==> src/inc/dci_pkg.sv <==
// constants for the disk cable interface controller
// assumes a 20 MHz controller clock and a plain strobe register port
package dci_pkg;
	// ----------------------------------------------------------------
	// clock and timing
	// ----------------------------------------------------------------
	localparam int unsigned CLK_NS     = 50;
	localparam int unsigned TAG_NS     = 1000;
	localparam int unsigned TAG_CYC    = (TAG_NS + CLK_NS - 1) / CLK_NS;
	localparam int unsigned BLINK_MS   = 250;
	localparam int unsigned BLINK_CYC  = BLINK_MS * (1000000 / CLK_NS);
	localparam int unsigned TAG_CNT_W  = 5;

	// ----------------------------------------------------------------
	// register offsets (byte addresses)
	// ----------------------------------------------------------------
	localparam logic [7:0] OFS_CFG    = 8'h00;
	localparam logic [7:0] OFS_SEL    = 8'h04;
	localparam logic [7:0] OFS_CYL    = 8'h08;
	localparam logic [7:0] OFS_HEAD   = 8'h0C;
	localparam logic [7:0] OFS_CTLW   = 8'h10;
	localparam logic [7:0] OFS_STAT   = 8'h14;
	localparam logic [7:0] OFS_RDWORD = 8'h18;
	localparam logic [7:0] OFS_WRWORD = 8'h1C;
	localparam logic [7:0] OFS_SECT   = 8'h20;

	// ----------------------------------------------------------------
	// configuration fields
	// ----------------------------------------------------------------
	localparam int unsigned CFG_TEST_DONE = 0;
	localparam int unsigned CFG_TEST_OK   = 1;
	localparam int unsigned CFG_DRV_FOUND = 2;
	localparam int unsigned CFG_DUAL_PORT = 3;
	localparam int unsigned CFG_W         = 4;
	localparam logic [3:0]  CFG_RST       = 4'h0;

	// ----------------------------------------------------------------
	// select register: unit number in [3:0], radial port in [5:4]
	// ----------------------------------------------------------------
	localparam int unsigned SEL_PORT_LO = 4;
	localparam int unsigned SEL_W       = 6;

	// ----------------------------------------------------------------
	// control word under tag 3, plus the hold bit for tag 3 itself
	// ----------------------------------------------------------------
	localparam int unsigned CW_WRITE_GATE = 0;
	localparam int unsigned CW_READ_GATE  = 1;
	localparam int unsigned CW_OFS_PLUS   = 2;
	localparam int unsigned CW_OFS_MINUS  = 3;
	localparam int unsigned CW_FAULT_CLR  = 4;
	localparam int unsigned CW_AM_ENABLE  = 5;
	localparam int unsigned CW_RTZ        = 6;
	localparam int unsigned CW_STB_EARLY  = 7;
	localparam int unsigned CW_STB_LATE   = 8;
	localparam int unsigned CW_RELEASE    = 9;
	localparam int unsigned CW_TAG_HOLD   = 15;
	localparam int unsigned BUS_W         = 11;
	localparam int unsigned CYL_W         = 11;
	localparam int unsigned HEAD_W        = 8;

	// ----------------------------------------------------------------
	// status register fields
	// ----------------------------------------------------------------
	localparam int unsigned ST_FAULT    = 0;
	localparam int unsigned ST_SEEK_ERR = 1;
	localparam int unsigned ST_ON_CYL   = 2;
	localparam int unsigned ST_READY    = 3;
	localparam int unsigned ST_AM_FOUND = 4;
	localparam int unsigned ST_WR_PROT  = 5;
	localparam int unsigned ST_BUSY     = 6;
	localparam int unsigned ST_SEEK_END = 7;
	localparam int unsigned ST_UNIT_SEL = 8;
	localparam int unsigned ST_RD_VALID = 9;
	localparam int unsigned ST_WR_FULL  = 10;
	localparam int unsigned ST_SECT_LO  = 16;

	localparam int unsigned WORD_W  = 16;
	localparam int unsigned SECT_W  = 8;
	localparam int unsigned PORTS   = 4;
endpackage

==> src/hdl/dci_sync.sv <==
// two-flop synchroniser for a bundle of asynchronous levels
// assumes each bit is independent; no multi-bit coherence is promised
`timescale 1ns/1ps
module dci_sync #(
	parameter int unsigned W = 1
) (
	// clock and reset
	input  wire logic         i_clock,
	input  wire logic         i_nrst,
	// levels
	input  wire logic [W-1:0] i_d,
	output logic      [W-1:0] o_q
);
	logic [W-1:0] meta_r;

	always_ff @(posedge i_clock) begin
		if (!i_nrst) begin
			meta_r <= '0;
			o_q    <= '0;
		end else begin
			meta_r <= i_d;
			o_q    <= meta_r;
		end
	end
endmodule

==> src/hdl/dci_ctrl.sv <==
// disk cable interface controller: shared control cable, four radial
// data links, per-drive sector counters, indicators, power sequencing
// assumes all cable inputs are asynchronous; i_nrst is the power-fail reset
//
// Notes on behaviour
// [RULE1] fault light steady until self-test passes
// [RULE2] blink fault light when no drive found
// [RULE3] activity light during disk read or write
// [RULE4] eleventh cylinder bit on bus bit 10
// [RULE5] tag 3 word: gates, clear, mark, release
// [RULE6] bits 2 and 3 give head offset
// [RULE7] bits 7 and 8 shift data strobe
// [RULE8] bit 6 returns heads to zero
// [RULE9] busy counts only for dual-port drives
// [RULE10] one shared cable, unit tag selects drive
// [RULE11] each drive has its own radial link
// [RULE12] per-drive sector counter, index realigns it
// [RULE13] pick and hold only outside power-fail reset
// [RULE14] all four radial ports behave identically
// [RULE15] selected drive status readable by sequencer
// [RULE16] read stream packed into 16-bit words
// [RULE17] write serialiser paced by drive servo clock
// [RULE18] cylinder on tag 1, head on tag 2
// [RULE19] read clock samples, write clock from servo
// [RULE20] drive answers only when its unit matches
//
// The address-and-strobe port and the placing of the registers were left to the implementer.
`timescale 1ns/1ps
module dci_ctrl #(
	parameter int unsigned BLINK_CYC = dci_pkg::BLINK_CYC,
	parameter int unsigned PORTS     = dci_pkg::PORTS
) (
	// clock and power-fail reset
	input  wire logic              i_clock,
	input  wire logic              i_nrst,
	// register port
	input  wire logic [7:0]        i_addr,
	input  wire logic [31:0]       i_wdata,
	input  wire logic              i_wr,
	input  wire logic              i_rd,
	output logic      [31:0]       o_rdata,
	// shared control cable, outgoing
	output logic                   o_unit_tag,
	output logic      [3:0]        o_unit_bits,
	output logic                   o_tag1,
	output logic                   o_tag2,
	output logic                   o_tag3,
	output logic      [10:0]       o_bus_bits,
	output logic                   o_open_cable,
	output logic                   o_pick,
	output logic                   o_hold,
	// shared control cable, status from selected drive
	input  wire logic              i_fault,
	input  wire logic              i_seek_err,
	input  wire logic              i_on_cyl,
	input  wire logic              i_unit_ready,
	input  wire logic              i_am_found,
	input  wire logic              i_busy,
	input  wire logic              i_wr_prot,
	// radial links, one bit per port
	input  wire logic [PORTS-1:0]  i_read_data,
	input  wire logic [PORTS-1:0]  i_read_clock,
	input  wire logic [PORTS-1:0]  i_servo_clock,
	input  wire logic [PORTS-1:0]  i_seek_end,
	input  wire logic [PORTS-1:0]  i_unit_selected,
	input  wire logic [PORTS-1:0]  i_index,
	input  wire logic [PORTS-1:0]  i_sector,
	output logic      [PORTS-1:0]  o_write_data,
	output logic      [PORTS-1:0]  o_write_clock,
	// indicators
	output logic                   o_fault_led,
	output logic                   o_activity_led
);
	localparam int unsigned SW = 7 + 7 * PORTS;
	localparam int unsigned BW = $clog2(BLINK_CYC + 1);
	localparam int unsigned WW = dci_pkg::WORD_W;

	// ------------------------------------------------------------------
	// input synchronisers
	// ------------------------------------------------------------------
	logic [SW-1:0]    sync_q;
	logic [SW-1:0]    prev_r;
	logic [6:0]       a_st;
	logic [PORTS-1:0] rd_d, rd_c, sv_c, sk_e, u_sel, idx, sec;
	logic [PORTS-1:0] rd_c_p, sv_c_p, idx_p, sec_p;

	dci_sync #(.W(SW)) u_sync (
		.i_clock (i_clock),
		.i_nrst  (i_nrst),
		.i_d     ({i_sector, i_index, i_unit_selected, i_seek_end, i_servo_clock,
		            i_read_clock, i_read_data, i_wr_prot, i_busy, i_am_found,
		            i_unit_ready, i_on_cyl, i_seek_err, i_fault}),
		.o_q     (sync_q)
	);

	// edges are found against a third stage, never the first flop
	always_ff @(posedge i_clock) begin
		if (!i_nrst) begin
			prev_r <= '0;
		end else begin
			prev_r <= sync_q;
		end
	end

	assign {sec, idx, u_sel, sk_e, sv_c, rd_c, rd_d, a_st} = sync_q;
	assign {sec_p, idx_p} = prev_r[SW-1 -: 2 * PORTS];
	assign sv_c_p = prev_r[7 + 2 * PORTS +: PORTS];
	assign rd_c_p = prev_r[7 + PORTS +: PORTS];

	function automatic logic rise(input logic cur, input logic old);
		return cur & ~old;
	endfunction

	function automatic logic hit(input logic [7:0] a, input logic [7:0] ofs);
		return a == ofs;
	endfunction

	// ------------------------------------------------------------------
	// software registers
	// ------------------------------------------------------------------
	logic [dci_pkg::CFG_W-1:0]  cfg_r;
	logic [dci_pkg::SEL_W-1:0]  sel_r;
	logic [dci_pkg::CYL_W-1:0]  cyl_r;
	logic [dci_pkg::HEAD_W-1:0] head_r;
	logic [15:0]                ctlw_r;
	logic [1:0]                 port;
	logic                       wgate, rgate;

	assign port  = sel_r[dci_pkg::SEL_PORT_LO +: 2];
	assign wgate = ctlw_r[dci_pkg::CW_TAG_HOLD] & ctlw_r[dci_pkg::CW_WRITE_GATE];
	assign rgate = ctlw_r[dci_pkg::CW_TAG_HOLD] & ctlw_r[dci_pkg::CW_READ_GATE];

	always_ff @(posedge i_clock) begin
		if (!i_nrst) begin
			cfg_r  <= dci_pkg::CFG_RST;
			sel_r  <= '0;
			cyl_r  <= '0;
			head_r <= '0;
			ctlw_r <= '0;
		end else if (i_wr) begin
			if (hit(i_addr, dci_pkg::OFS_CFG)) begin
				cfg_r <= i_wdata[dci_pkg::CFG_W-1:0];
			end
			if (hit(i_addr, dci_pkg::OFS_SEL)) begin
				sel_r <= i_wdata[dci_pkg::SEL_W-1:0];
			end
			if (hit(i_addr, dci_pkg::OFS_CYL)) begin
				cyl_r <= i_wdata[dci_pkg::CYL_W-1:0]; // [RULE4]
			end
			if (hit(i_addr, dci_pkg::OFS_HEAD)) begin
				head_r <= i_wdata[dci_pkg::HEAD_W-1:0];
			end
			if (hit(i_addr, dci_pkg::OFS_CTLW)) begin
				ctlw_r <= i_wdata[15:0];
			end
		end
	end

	// ------------------------------------------------------------------
	// tag strobes on the shared cable
	// ------------------------------------------------------------------
	logic [dci_pkg::TAG_CNT_W-1:0] ut_cnt_r, t1_cnt_r, t2_cnt_r;
	localparam logic [dci_pkg::TAG_CNT_W-1:0] TAG_LOAD = dci_pkg::TAG_CNT_W'(dci_pkg::TAG_CYC);

	// a write restarts the strobe so a new value gets a full tag, except a head tag cut short while tag 1 stands
	always_ff @(posedge i_clock) begin
		if (!i_nrst) begin
			ut_cnt_r <= '0;
			t1_cnt_r <= '0;
			t2_cnt_r <= '0;
		end else begin
			ut_cnt_r <= (i_wr && hit(i_addr, dci_pkg::OFS_SEL)) ? TAG_LOAD :
			            (ut_cnt_r != '0) ? ut_cnt_r - 1'b1 : ut_cnt_r; // [RULE10]
			t1_cnt_r <= (i_wr && hit(i_addr, dci_pkg::OFS_CYL)) ? TAG_LOAD :
			            (t1_cnt_r != '0) ? t1_cnt_r - 1'b1 : t1_cnt_r; // [RULE18]
			t2_cnt_r <= (i_wr && hit(i_addr, dci_pkg::OFS_HEAD)) ? TAG_LOAD :
			            (t2_cnt_r != '0) ? t2_cnt_r - 1'b1 : t2_cnt_r; // [RULE18]
		end
	end

	// address tags take the bus lines over tag 3 while they stand
	always_ff @(posedge i_clock) begin
		if (!i_nrst) begin
			o_unit_tag  <= 1'b0;
			o_unit_bits <= '0;
			o_tag1      <= 1'b0;
			o_tag2      <= 1'b0;
			o_tag3      <= 1'b0;
			o_bus_bits  <= '0;
		end else begin
			o_unit_tag  <= ut_cnt_r != '0; // [RULE10] [RULE20]
			o_unit_bits <= sel_r[3:0]; // [RULE10]
			o_tag1      <= t1_cnt_r != '0; // [RULE18]
			o_tag2      <= (t2_cnt_r != '0) && (t1_cnt_r == '0); // [RULE18]
			o_tag3      <= ctlw_r[dci_pkg::CW_TAG_HOLD] && (t1_cnt_r == '0) &&
			               (t2_cnt_r == '0);
			if (t1_cnt_r != '0) begin
				o_bus_bits <= cyl_r; // [RULE4] [RULE18]
			end else if (t2_cnt_r != '0) begin
				o_bus_bits <= dci_pkg::BUS_W'(head_r); // [RULE18]
			end else if (ctlw_r[dci_pkg::CW_TAG_HOLD]) begin
				// gates, offsets, strobes, return to zero, release
				o_bus_bits <= {1'b0, ctlw_r[9:0]}; // [RULE5] [RULE6] [RULE7] [RULE8]
			end else begin
				o_bus_bits <= '0;
			end
		end
	end

	// ------------------------------------------------------------------
	// power sequencing and indicators
	// ------------------------------------------------------------------
	logic [BW-1:0] blink_cnt_r;
	logic          blink_r;

	always_ff @(posedge i_clock) begin
		if (!i_nrst) begin
			o_pick       <= 1'b0;
			o_hold       <= 1'b0;
			o_open_cable <= 1'b0;
		end else begin
			o_pick       <= 1'b1; // [RULE13]
			o_hold       <= 1'b1; // [RULE13]
			o_open_cable <= 1'b1;
		end
	end

	always_ff @(posedge i_clock) begin
		if (!i_nrst) begin
			blink_cnt_r <= '0;
			blink_r     <= 1'b0;
		end else if (blink_cnt_r == BW'(BLINK_CYC - 1)) begin
			blink_cnt_r <= '0;
			blink_r     <= ~blink_r;
		end else begin
			blink_cnt_r <= blink_cnt_r + 1'b1;
		end
	end

	always_ff @(posedge i_clock) begin
		if (!i_nrst) begin
			o_fault_led    <= 1'b1;
			o_activity_led <= 1'b0;
		end else begin
			if (!cfg_r[dci_pkg::CFG_TEST_DONE] || !cfg_r[dci_pkg::CFG_TEST_OK]) begin
				o_fault_led <= 1'b1; // [RULE1]
			end else if (!cfg_r[dci_pkg::CFG_DRV_FOUND]) begin
				o_fault_led <= blink_r; // [RULE2]
			end else begin
				o_fault_led <= 1'b0;
			end
			o_activity_led <= wgate | rgate; // [RULE3]
		end
	end

	// ------------------------------------------------------------------
	// per-port sector counters
	// ------------------------------------------------------------------
	logic [dci_pkg::SECT_W-1:0] sect_r [PORTS];

	always_ff @(posedge i_clock) begin
		if (!i_nrst) begin
			for (int p = 0; p < PORTS; p++) begin
				sect_r[p] <= '0;
			end
		end else begin
			for (int p = 0; p < PORTS; p++) begin
				if (rise(idx[p], idx_p[p])) begin
					sect_r[p] <= '0; // [RULE12] [RULE14]
				end else if (rise(sec[p], sec_p[p])) begin
					sect_r[p] <= sect_r[p] + 1'b1; // [RULE12]
				end
			end
		end
	end

	// ------------------------------------------------------------------
	// read deserialiser on the selected port
	// ------------------------------------------------------------------
	logic [WW-1:0] rd_sh_r, rd_word_r;
	logic [3:0]    rd_cnt_r;
	logic          rd_valid_r, rd_edge, rd_take;

	assign rd_edge = rgate && rise(rd_c[port], rd_c_p[port]); // [RULE19]
	assign rd_take = i_rd && hit(i_addr, dci_pkg::OFS_RDWORD);

	always_ff @(posedge i_clock) begin
		if (!i_nrst || !rgate) begin
			rd_sh_r  <= '0;
			rd_cnt_r <= '0;
		end else if (rd_edge) begin
			rd_sh_r  <= {rd_sh_r[WW-2:0], rd_d[port]}; // [RULE16] [RULE11]
			rd_cnt_r <= rd_cnt_r + 1'b1;
		end
	end

	// a word completing in the same cycle as a read still sets valid
	always_ff @(posedge i_clock) begin
		if (!i_nrst) begin
			rd_word_r  <= '0;
			rd_valid_r <= 1'b0;
		end else if (rd_edge && rd_cnt_r == 4'hF) begin
			rd_word_r  <= {rd_sh_r[WW-2:0], rd_d[port]}; // [RULE16]
			rd_valid_r <= 1'b1;
		end else if (rd_take) begin
			rd_valid_r <= 1'b0;
		end
	end

	// ------------------------------------------------------------------
	// write serialiser on the selected port, paced by servo clock
	// ------------------------------------------------------------------
	logic [WW-1:0] wr_hold_r, wr_sh_r, wr_src;
	logic [3:0]    wr_cnt_r;
	logic          wr_full_r, sv_edge, wr_load;

	assign sv_edge = wgate && rise(sv_c[port], sv_c_p[port]); // [RULE17]
	assign wr_load = sv_edge && (wr_cnt_r == 4'h0);
	// an empty holding word sends zeros rather than stalling the disk
	assign wr_src  = (wr_cnt_r == 4'h0) ? (wr_full_r ? wr_hold_r : '0) : wr_sh_r;

	always_ff @(posedge i_clock) begin
		if (!i_nrst) begin
			wr_hold_r <= '0;
			wr_full_r <= 1'b0;
		end else if (i_wr && hit(i_addr, dci_pkg::OFS_WRWORD)) begin
			wr_hold_r <= i_wdata[WW-1:0];
			wr_full_r <= 1'b1;
		end else if (wr_load) begin
			wr_full_r <= 1'b0;
		end
	end

	always_ff @(posedge i_clock) begin
		if (!i_nrst || !wgate) begin
			wr_sh_r  <= '0;
			wr_cnt_r <= '0;
		end else if (sv_edge) begin
			wr_sh_r  <= {wr_src[WW-2:0], 1'b0}; // [RULE17]
			wr_cnt_r <= wr_cnt_r + 1'b1;
		end
	end

	always_ff @(posedge i_clock) begin
		if (!i_nrst) begin
			o_write_data  <= '0;
			o_write_clock <= '0;
		end else begin
			for (int p = 0; p < PORTS; p++) begin
				if (wgate && port == 2'(p)) begin
					if (sv_edge) begin
						o_write_data[p] <= wr_src[WW-1]; // [RULE11] [RULE14]
					end
					o_write_clock[p] <= sv_c[p]; // [RULE19]
				end else begin
					o_write_data[p]  <= 1'b0;
					o_write_clock[p] <= 1'b0;
				end
			end
		end
	end

	// ------------------------------------------------------------------
	// read data path
	// ------------------------------------------------------------------
	logic [31:0] stat;

	always_comb begin
		stat = '0;
		stat[dci_pkg::ST_FAULT]    = a_st[0]; // [RULE15]
		stat[dci_pkg::ST_SEEK_ERR] = a_st[1];
		stat[dci_pkg::ST_ON_CYL]   = a_st[2];
		stat[dci_pkg::ST_READY]    = a_st[3];
		stat[dci_pkg::ST_AM_FOUND] = a_st[4];
		stat[dci_pkg::ST_BUSY]     = a_st[5] & cfg_r[dci_pkg::CFG_DUAL_PORT]; // [RULE9]
		stat[dci_pkg::ST_WR_PROT]  = a_st[6];
		stat[dci_pkg::ST_SEEK_END] = sk_e[port]; // [RULE11]
		stat[dci_pkg::ST_UNIT_SEL] = u_sel[port];
		stat[dci_pkg::ST_RD_VALID] = rd_valid_r;
		stat[dci_pkg::ST_WR_FULL]  = wr_full_r;
		stat[dci_pkg::ST_SECT_LO +: dci_pkg::SECT_W] = sect_r[port];
	end

	// unmapped addresses read as zero
	always_ff @(posedge i_clock) begin
		if (!i_nrst) begin
			o_rdata <= '0;
		end else if (i_rd) begin
			unique case (i_addr)
				dci_pkg::OFS_CFG:    o_rdata <= 32'(cfg_r);
				dci_pkg::OFS_SEL:    o_rdata <= 32'(sel_r);
				dci_pkg::OFS_CYL:    o_rdata <= 32'(cyl_r);
				dci_pkg::OFS_HEAD:   o_rdata <= 32'(head_r);
				dci_pkg::OFS_CTLW:   o_rdata <= 32'(ctlw_r);
				dci_pkg::OFS_STAT:   o_rdata <= stat;
				dci_pkg::OFS_RDWORD: o_rdata <= 32'(rd_word_r);
				dci_pkg::OFS_WRWORD: o_rdata <= 32'(wr_hold_r);
				dci_pkg::OFS_SECT:   o_rdata <= {sect_r[3], sect_r[2], sect_r[1], sect_r[0]};
				default:             o_rdata <= '0;
			endcase
		end else begin
			o_rdata <= '0;
		end
	end
endmodule

==> config.mk <==
export PLATFORM = sky130hd
export DESIGN_NAME = dci_ctrl
export DESIGN_NICKNAME = d
export VERILOG_FILES = /design/src/inc/dci_pkg.sv /design/src/hdl/dci_sync.sv /design/src/hdl/dci_ctrl.sv
export SDC_FILE = /design/constraint.sdc
export NUM_CORES = 1
export LEC_CHECK = 0
export ABC_AREA = 1
export ABC_CLOCK_PERIOD_IN_PS = 3700
export BUFFER_PORTS_ARGS = -buffer_cell sky130_fd_sc_hd__buf_2
export CORE_UTILIZATION = 60
export CTS_CLUSTER_DIAMETER = 120
export DETAILED_ROUTE_END_ITERATION = 6
export PLACE_DENSITY = 0.81
export SYNTH_ARGS = -nofsm -noshare
export SYNTH_HDL_FRONTEND = slang
export SYNTH_SLANG_ARGS = --single-unit
==> constraint.sdc <==
create_clock -name i_clock -period 3.7 [get_ports i_clock]
set_input_delay 0.555 -clock i_clock [delete_from_list [all_inputs] [get_ports i_clock]]
set_output_delay 0.555 -clock i_clock [all_outputs]
set_load 0.005 [all_outputs]
== After elaboration in Yosys (flattened, before gate mapping) ==
Memories as Yosys holds them, arrays and structs flattened. A register that Yosys moved wholly into a read port is not among the register bits.
Cells that the tools add are included.

* Add/subtract/negate cells: 10
* Magnitude comparators: 1
* Eq/ne operators: 13
* Multiplexer cells: 71
* Bitwise gates (word level): 34
* Reductions and logical operators: 52

{| class="wikitable"
|+ Operators by type and width
! operator !! count
|-
| $pmux 32 s9 || 1
|-
| $mux 8 || 8
|-
| $mux 1 || 42
|-
| $add 8x1->8 const B || 4
|-
| $eq 8x5->1 const B || 4
|-
| $mux 16 || 2
|-
| $mux 5 || 6
|-
| $add 23x1->23 const B || 1
|-
| $eq 23x23->1 const B || 1
|-
| $mux 10 || 2
|-
| $reduce_and 2->1 || 10
|-
| $eq 8x4->1 const B || 2
|-
| $logic_and 1x1->1 || 16
|-
| $reduce_bool 5->1 || 3
|-
| $sub 5x1->5 const B || 3
|-
| $bmux 1 s2 || 7
|-
| $and 1x1->1 || 13
|-
| $not 1->1 || 12
|-
| $mux 11 || 1
|-
| $logic_not 5->1 || 2
|-
| $reduce_bool 2->1 || 5
|-
| $reduce_or 2->1 || 5
|-
| $or 1x1->1 || 9
|-
| $add 4x1->4 const B || 2
|-
| other kinds (12) || 20
|}

* Register bits after elaboration: 323
* Bits in writable memories: 32
* Input port bits: 79
* Output and inout port bits: 64
* Memories: 1

{| class="wikitable"
|+ Memories
! name !! words !! width !! rd ports !! clocked after memory_dff !! wr ports !! RTL line !! source
|-
| sect_r || 4 || 8 || 5 || 1 || 4 || dci_ctrl.sv:259 || <nowiki>logic [dci_pkg::SECT_W-1:0] sect_r [PORTS];</nowiki>
|}

== Depth between registers and ports, before layout ==
* Depth in word-level cells: 8
* Gate-level depth with buffers: 12
* Depth with buffers taken out: 11

== Hierarchy ==
A second synthesis with hierarchy kept.

* Cells, all modules: 1905
* Area, all modules: 14012.2 um^2

{| class="wikitable"
|+ By module, submodules not included
! module !! times used !! cells an instance !! area each (um^2)
|-
| dci_ctrl || 1 || 1687 || 11999.0
|-
| dci_sync || 1 || 218 || 2013.2
|}

== Worst setup path after synthesis ==
Ideal clock, no wire load.

* Kind: input to register
* From: input port i_nrst
* To: memory sect_r[1][0] (netlist name) (enable)
* Library setup time: 329 ps
* Data arrival time: 1413 ps
* Required time: 3371 ps
* Setup slack: 1958 ps
* Stages: 5
* Buffers on the path: 1
* Cell sequence: buf_4 > nand2_1 > nor3_1 > inv_1 > nand2_1

{| class="wikitable"
|+ RTL lines
! element !! RTL line !! source
|-
| from (decl) || dci_ctrl.sv:35 || <nowiki>input wire logic i_nrst,</nowiki>
|-
| to (decl) || dci_ctrl.sv:259 ||
|}

== Worst setup path after layout ==
* From: register sel_r[4] (netlist name)
* To: register rd_word_r[10]

* Longest elaborated chain between the ends: 6
* Elaborated cells on any way between the ends: 8
* Classes of those cells: mux: 4; bitwise: 2; reduce/logical: 2

{| class="wikitable"
|+ RTL lines
! element !! RTL line !! source
|-
| from (decl) || dci_ctrl.sv:122 || <nowiki>logic [dci_pkg::SEL_W-1:0] sel_r;</nowiki>
|-
| from (signal assigned) || dci_ctrl.sv:145 || <nowiki>sel_r <= i_wdata[dci_pkg::SEL_W-1:0];</nowiki>
|-
| $bmux 1 s2 || dci_ctrl.sv:284 || <nowiki>assign rd_edge = rgate && rise(rd_c[port], rd_c_p[port]);</nowiki>
|-
| $mux 1 (implied by the code) || dci_ctrl.sv:284 ||
|-
| $not 1->1 || dci_ctrl.sv:111 || <nowiki>return cur & ~old;</nowiki>
|-
| $and 1x1->1 (*) || dci_ctrl.sv:111 ||
|-
| $logic_and 1x1->1 (*) || dci_ctrl.sv:284 ||
|-
| $logic_and 1x1->1 (*) || dci_ctrl.sv:302 || <nowiki>end else if (rd_edge && rd_cnt_r == 4'hF) begin</nowiki>
|-
| to (signal assigned) || dci_ctrl.sv:303 || <nowiki>rd_word_r <= {rd_sh_r[WW-2:0], rd_d[port]};</nowiki>
|-
| to (decl) || dci_ctrl.sv:280 || <nowiki>logic [WW-1:0] rd_sh_r, rd_word_r;</nowiki>
|}

Mark *: on every way between the ends. The rest lies on a longest branch, timed or not. The select of a mux whose other input is x is not followed.
A chain may end at the register's enable or synchronous reset.

==> results.txt <==
Final net count - 2,051
Most used cell, CP - nand2_1
Slew margin rel. - 29.8%
F_max - 0.397 GHz
Routed WL per cell - 14.7 um
Largest net degree at the start of global routing - 65
CP max FO - 29
Count leader, synth - nand2_1
Post-detail-place hpwl - 23.3 mm
Netlist cell types - 40
Busiest grt layer - met2
Setup-failing EPs final - 0
NetSw - 2040 uW
Worst path required time - 4160 ps
TritonCTS clock tree - yes
CP endpoint kind - flip-flop
Seq/Total Area, Yosys - 50.8%
Run status - finished, final reports clean
Crit path DAT - 2980 ps
Die X - 154 um
Worst-Margin Slew - 1050 ps
Row Count - 55
CTS Buf Count - 35
Setup Buffers After CTS - 0
Count of flip-flops with a built-in enable after synthesis - 32
CTS Buffer Depth - 3
H-tree depth - 2
Proportion of layout cells with a drive suffix above 1 - 13.6%
Mapped cell area - 0.0140 mm^2
Starting Density - 61.4%
Antenna Cells - 0
Grt met1 use - 34.3%
Seq pwr share - 46.8%
Sw Share - 24.3%
MaxCap Viol Count - 0
Top cell type's share of synthesized area - 43.9%
Clock power frac - 43.6%
Number of global-route vias before repair - 11,454
Remaining DRCs - 0
Hold bufs inserted after CTS - 0
Top cells by area in the synthesized netlist - dfxtp_1, nand2_1, inv_1
Core Area - 0.0227 mm^2
Worst skew pair latency - 520 ps
Post-layout util - 70.0%
Period minus WS final - 2520 ps
GPL Wtd Cong - 0.922
Pwr Density - 529 mW/mm^2
Root buffer cell - clkbuf_16
Setup TNS - 0 ps
Clock sink total - 338
Syn_nets - 1,941
Unrepaired setup endpoints after global routing - no
Final Hold Fails - 0
LEAKAGE - 0.00740 uW
Initial detailed-routing violation count - 1,092
Synth Flop Type - dfxtp_1
Final wirelength - 33.4 mm
Chip Height - 154 um
CP top delay family - simple AND/OR/NAND/NOR gates
First-pass GRT wire length - 54.1 mm
Crit-path slowest cell - dfxtp_1
Synth Register Bits - 338
CP Cell Sequence - inv_2 > nor2_4 > nand2_1 > nand3_2 > nand3_2 > nand2_1 > nand2_1 > nor2_1
Slew Limit Fails - 0
Drt via density - 5.34
Asr flop ratio synth - 0%
Hold Crit Class - input port to flip-flop
Vias after detailed routing - 12,124
Max incr delay on CP - 720 ps
# port buffers - 126
CTS resizes - 0
Setup CP Type - flip-flop to flip-flop
CP Launch Type - flip-flop
Final worst-path cycle share - 68.1%
GRT Total Usage - 28.3%
Synthesis warning total - 0
Area delta synth->final - 13.9%
ANT nets after route - 0
Final clock skew - 19.2 ps
Die area - 0.0239 mm^2
Commonest cells in the netlist - nand2_1, dfxtp_1, inv_1, nor2_1, o21ai_0
Initial antenna violation count - 0
Top cell type by total area after synthesis - dfxtp_1
Placed insts - 2,209
CP Buf/Inv Count - 1
Gate power share - 9.6%
Syn Inst Count - 1,851
Syn Area/Cell - 7.54 um^2
Clk slew on worst S/H paths - 60 ps
Hold WS - 213 ps
Met2 global-route usage - 49.6%
Worst-case vdd ir drop - 0.000499 V
Pint - 6360 uW
Drt pass-1 iters - 6
Reg2reg setup slack - 1180 ps
Total gr overflow - 0
Final Non-Filler Cells - 2,272
I/O pin count - 143
Met3 usage - 4.60%
per-stage QoR:
| stage | setup WS (ps) | instance area (um^2) | power, uW |
|---|---|---|---|
| final | 1180 | 15900 | 8400 |
| after global routing | 950 | 15900 | 8710 |
| after floorplan | 1960 | 14000 | 4550 |
| after detailed placement | 911 | 14700 | 4790 |
| after global placement | 999 | 14700 | 4760 |
| after CTS | 1160 | 15900 | 8430 |
cells in the final DEF (no fill, tap or decap), drive strengths merged:
| cell type | count |
|---|---|
| nand2 | 428 |
| dfxtp | 306 |
| inv | 278 |
| nor2 | 272 |
| o21ai | 147 |
| buf | 137 |
| a21oi | 131 |
| nand3 | 87 |
| clkbuf | 47 |
| edfxtp | 32 |
| nor3 | 23 |
| nand4 | 17 |
| xor2 | 13 |
| ha | 11 |
| a31oi | 10 |
| clkinv | 10 |
| o22ai | 8 |
| nor4 | 7 |
| or2 | 5 |
| bufinv | 5 |
| o211ai | 4 |
| xnor2 | 4 |
| nand3b | 2 |
| o31ai | 1 |
| nor3b | 1 |
| o2111ai | 1 |
routing by layer:
metal	vias up	part of all wire [%]
li1	6031	-
met2	450	49
met5	-	0
met3	105	7.3
met1	5538	40
met4	0	3.9
registers in the layout, summed over array words and instances, names as in the netlist, 5 cells and up, named ones only:
name	flops
u_sync.meta_r	35
u_sync.o_q	35
o_rdata	32
sect_r	32
blink_cnt_r	23
ctlw_r	16
prev_r	16
rd_word_r	16
wr_hold_r	16
rd_sh_r	15
wr_sh_r	15
cyl_r	11
o_bus_bits	11
head_r	8
sel_r	6
t1_cnt_r	5
t2_cnt_r	5
ut_cnt_r	5
worst register-to-register path, delay by kind of cell (launching register included):
kind	cells	cell delay, ps
simple gates	7	1510
buf+inv	1	230
flops	1	720
power groups by stage:
stage / logic, uW / clock network, uW / registers, uW
3_3_place_gp: 756 / 0 / 4010
2_1_floorplan: 557 / 0 / 3990
4_1_cts: 793 / 3700 / 3930
5_1_grt: 914 / 3840 / 3950
6_report: 804 / 3660 / 3930
3_5_place_dp: 778 / 0 / 4010
cells by family after synthesis:
| logic type | after synthesis | share of synthesized area [%] |
|---|---|---|
| xor gates and xnor gates | 17 | 1.07 |
| DFF | 338 | 50.8 |
| and+or+nand+nor | 842 | 26.0 |
| buffers and inverters | 341 | 9.97 |
| AOI/OAI and AO/OA | 302 | 11.1 |
| adders and majority gates | 11 | 0.987 |
area by class of cell:
type | count | area, um^2
Tap cell | 285 | 357
Sequential cell | 338 | 7090
Clock buffer | 47 | 992
Inverter | 277 | 1040
Clock inverter | 16 | 224
Fill cell | 1826 | 6820
Multi-Input combinational cell | 1172 | 5470
Timing Repair Buffer | 137 | 716
final timing paths:
check / startpoint / endpoint / depth (start not counted)
setup / recovery: sel_r[4]$_SDFFE_PN0P_ / rd_word_r[10]$_SDFFE_PN0P_ / 8
setup reg to reg: sel_r[4]$_SDFFE_PN0P_ / rd_word_r[10]$_SDFFE_PN0P_ / 8
hold / removal: i_read_data[2] / u_sync.meta_r[9]$_SDFF_PN0_ / 3
hold reg to reg: u_sync.meta_r[28]$_SDFF_PN0_ / u_sync.o_q[28]$_SDFF_PN0_ / 2
No activity file was read; power rests on OpenSTA's default activity.
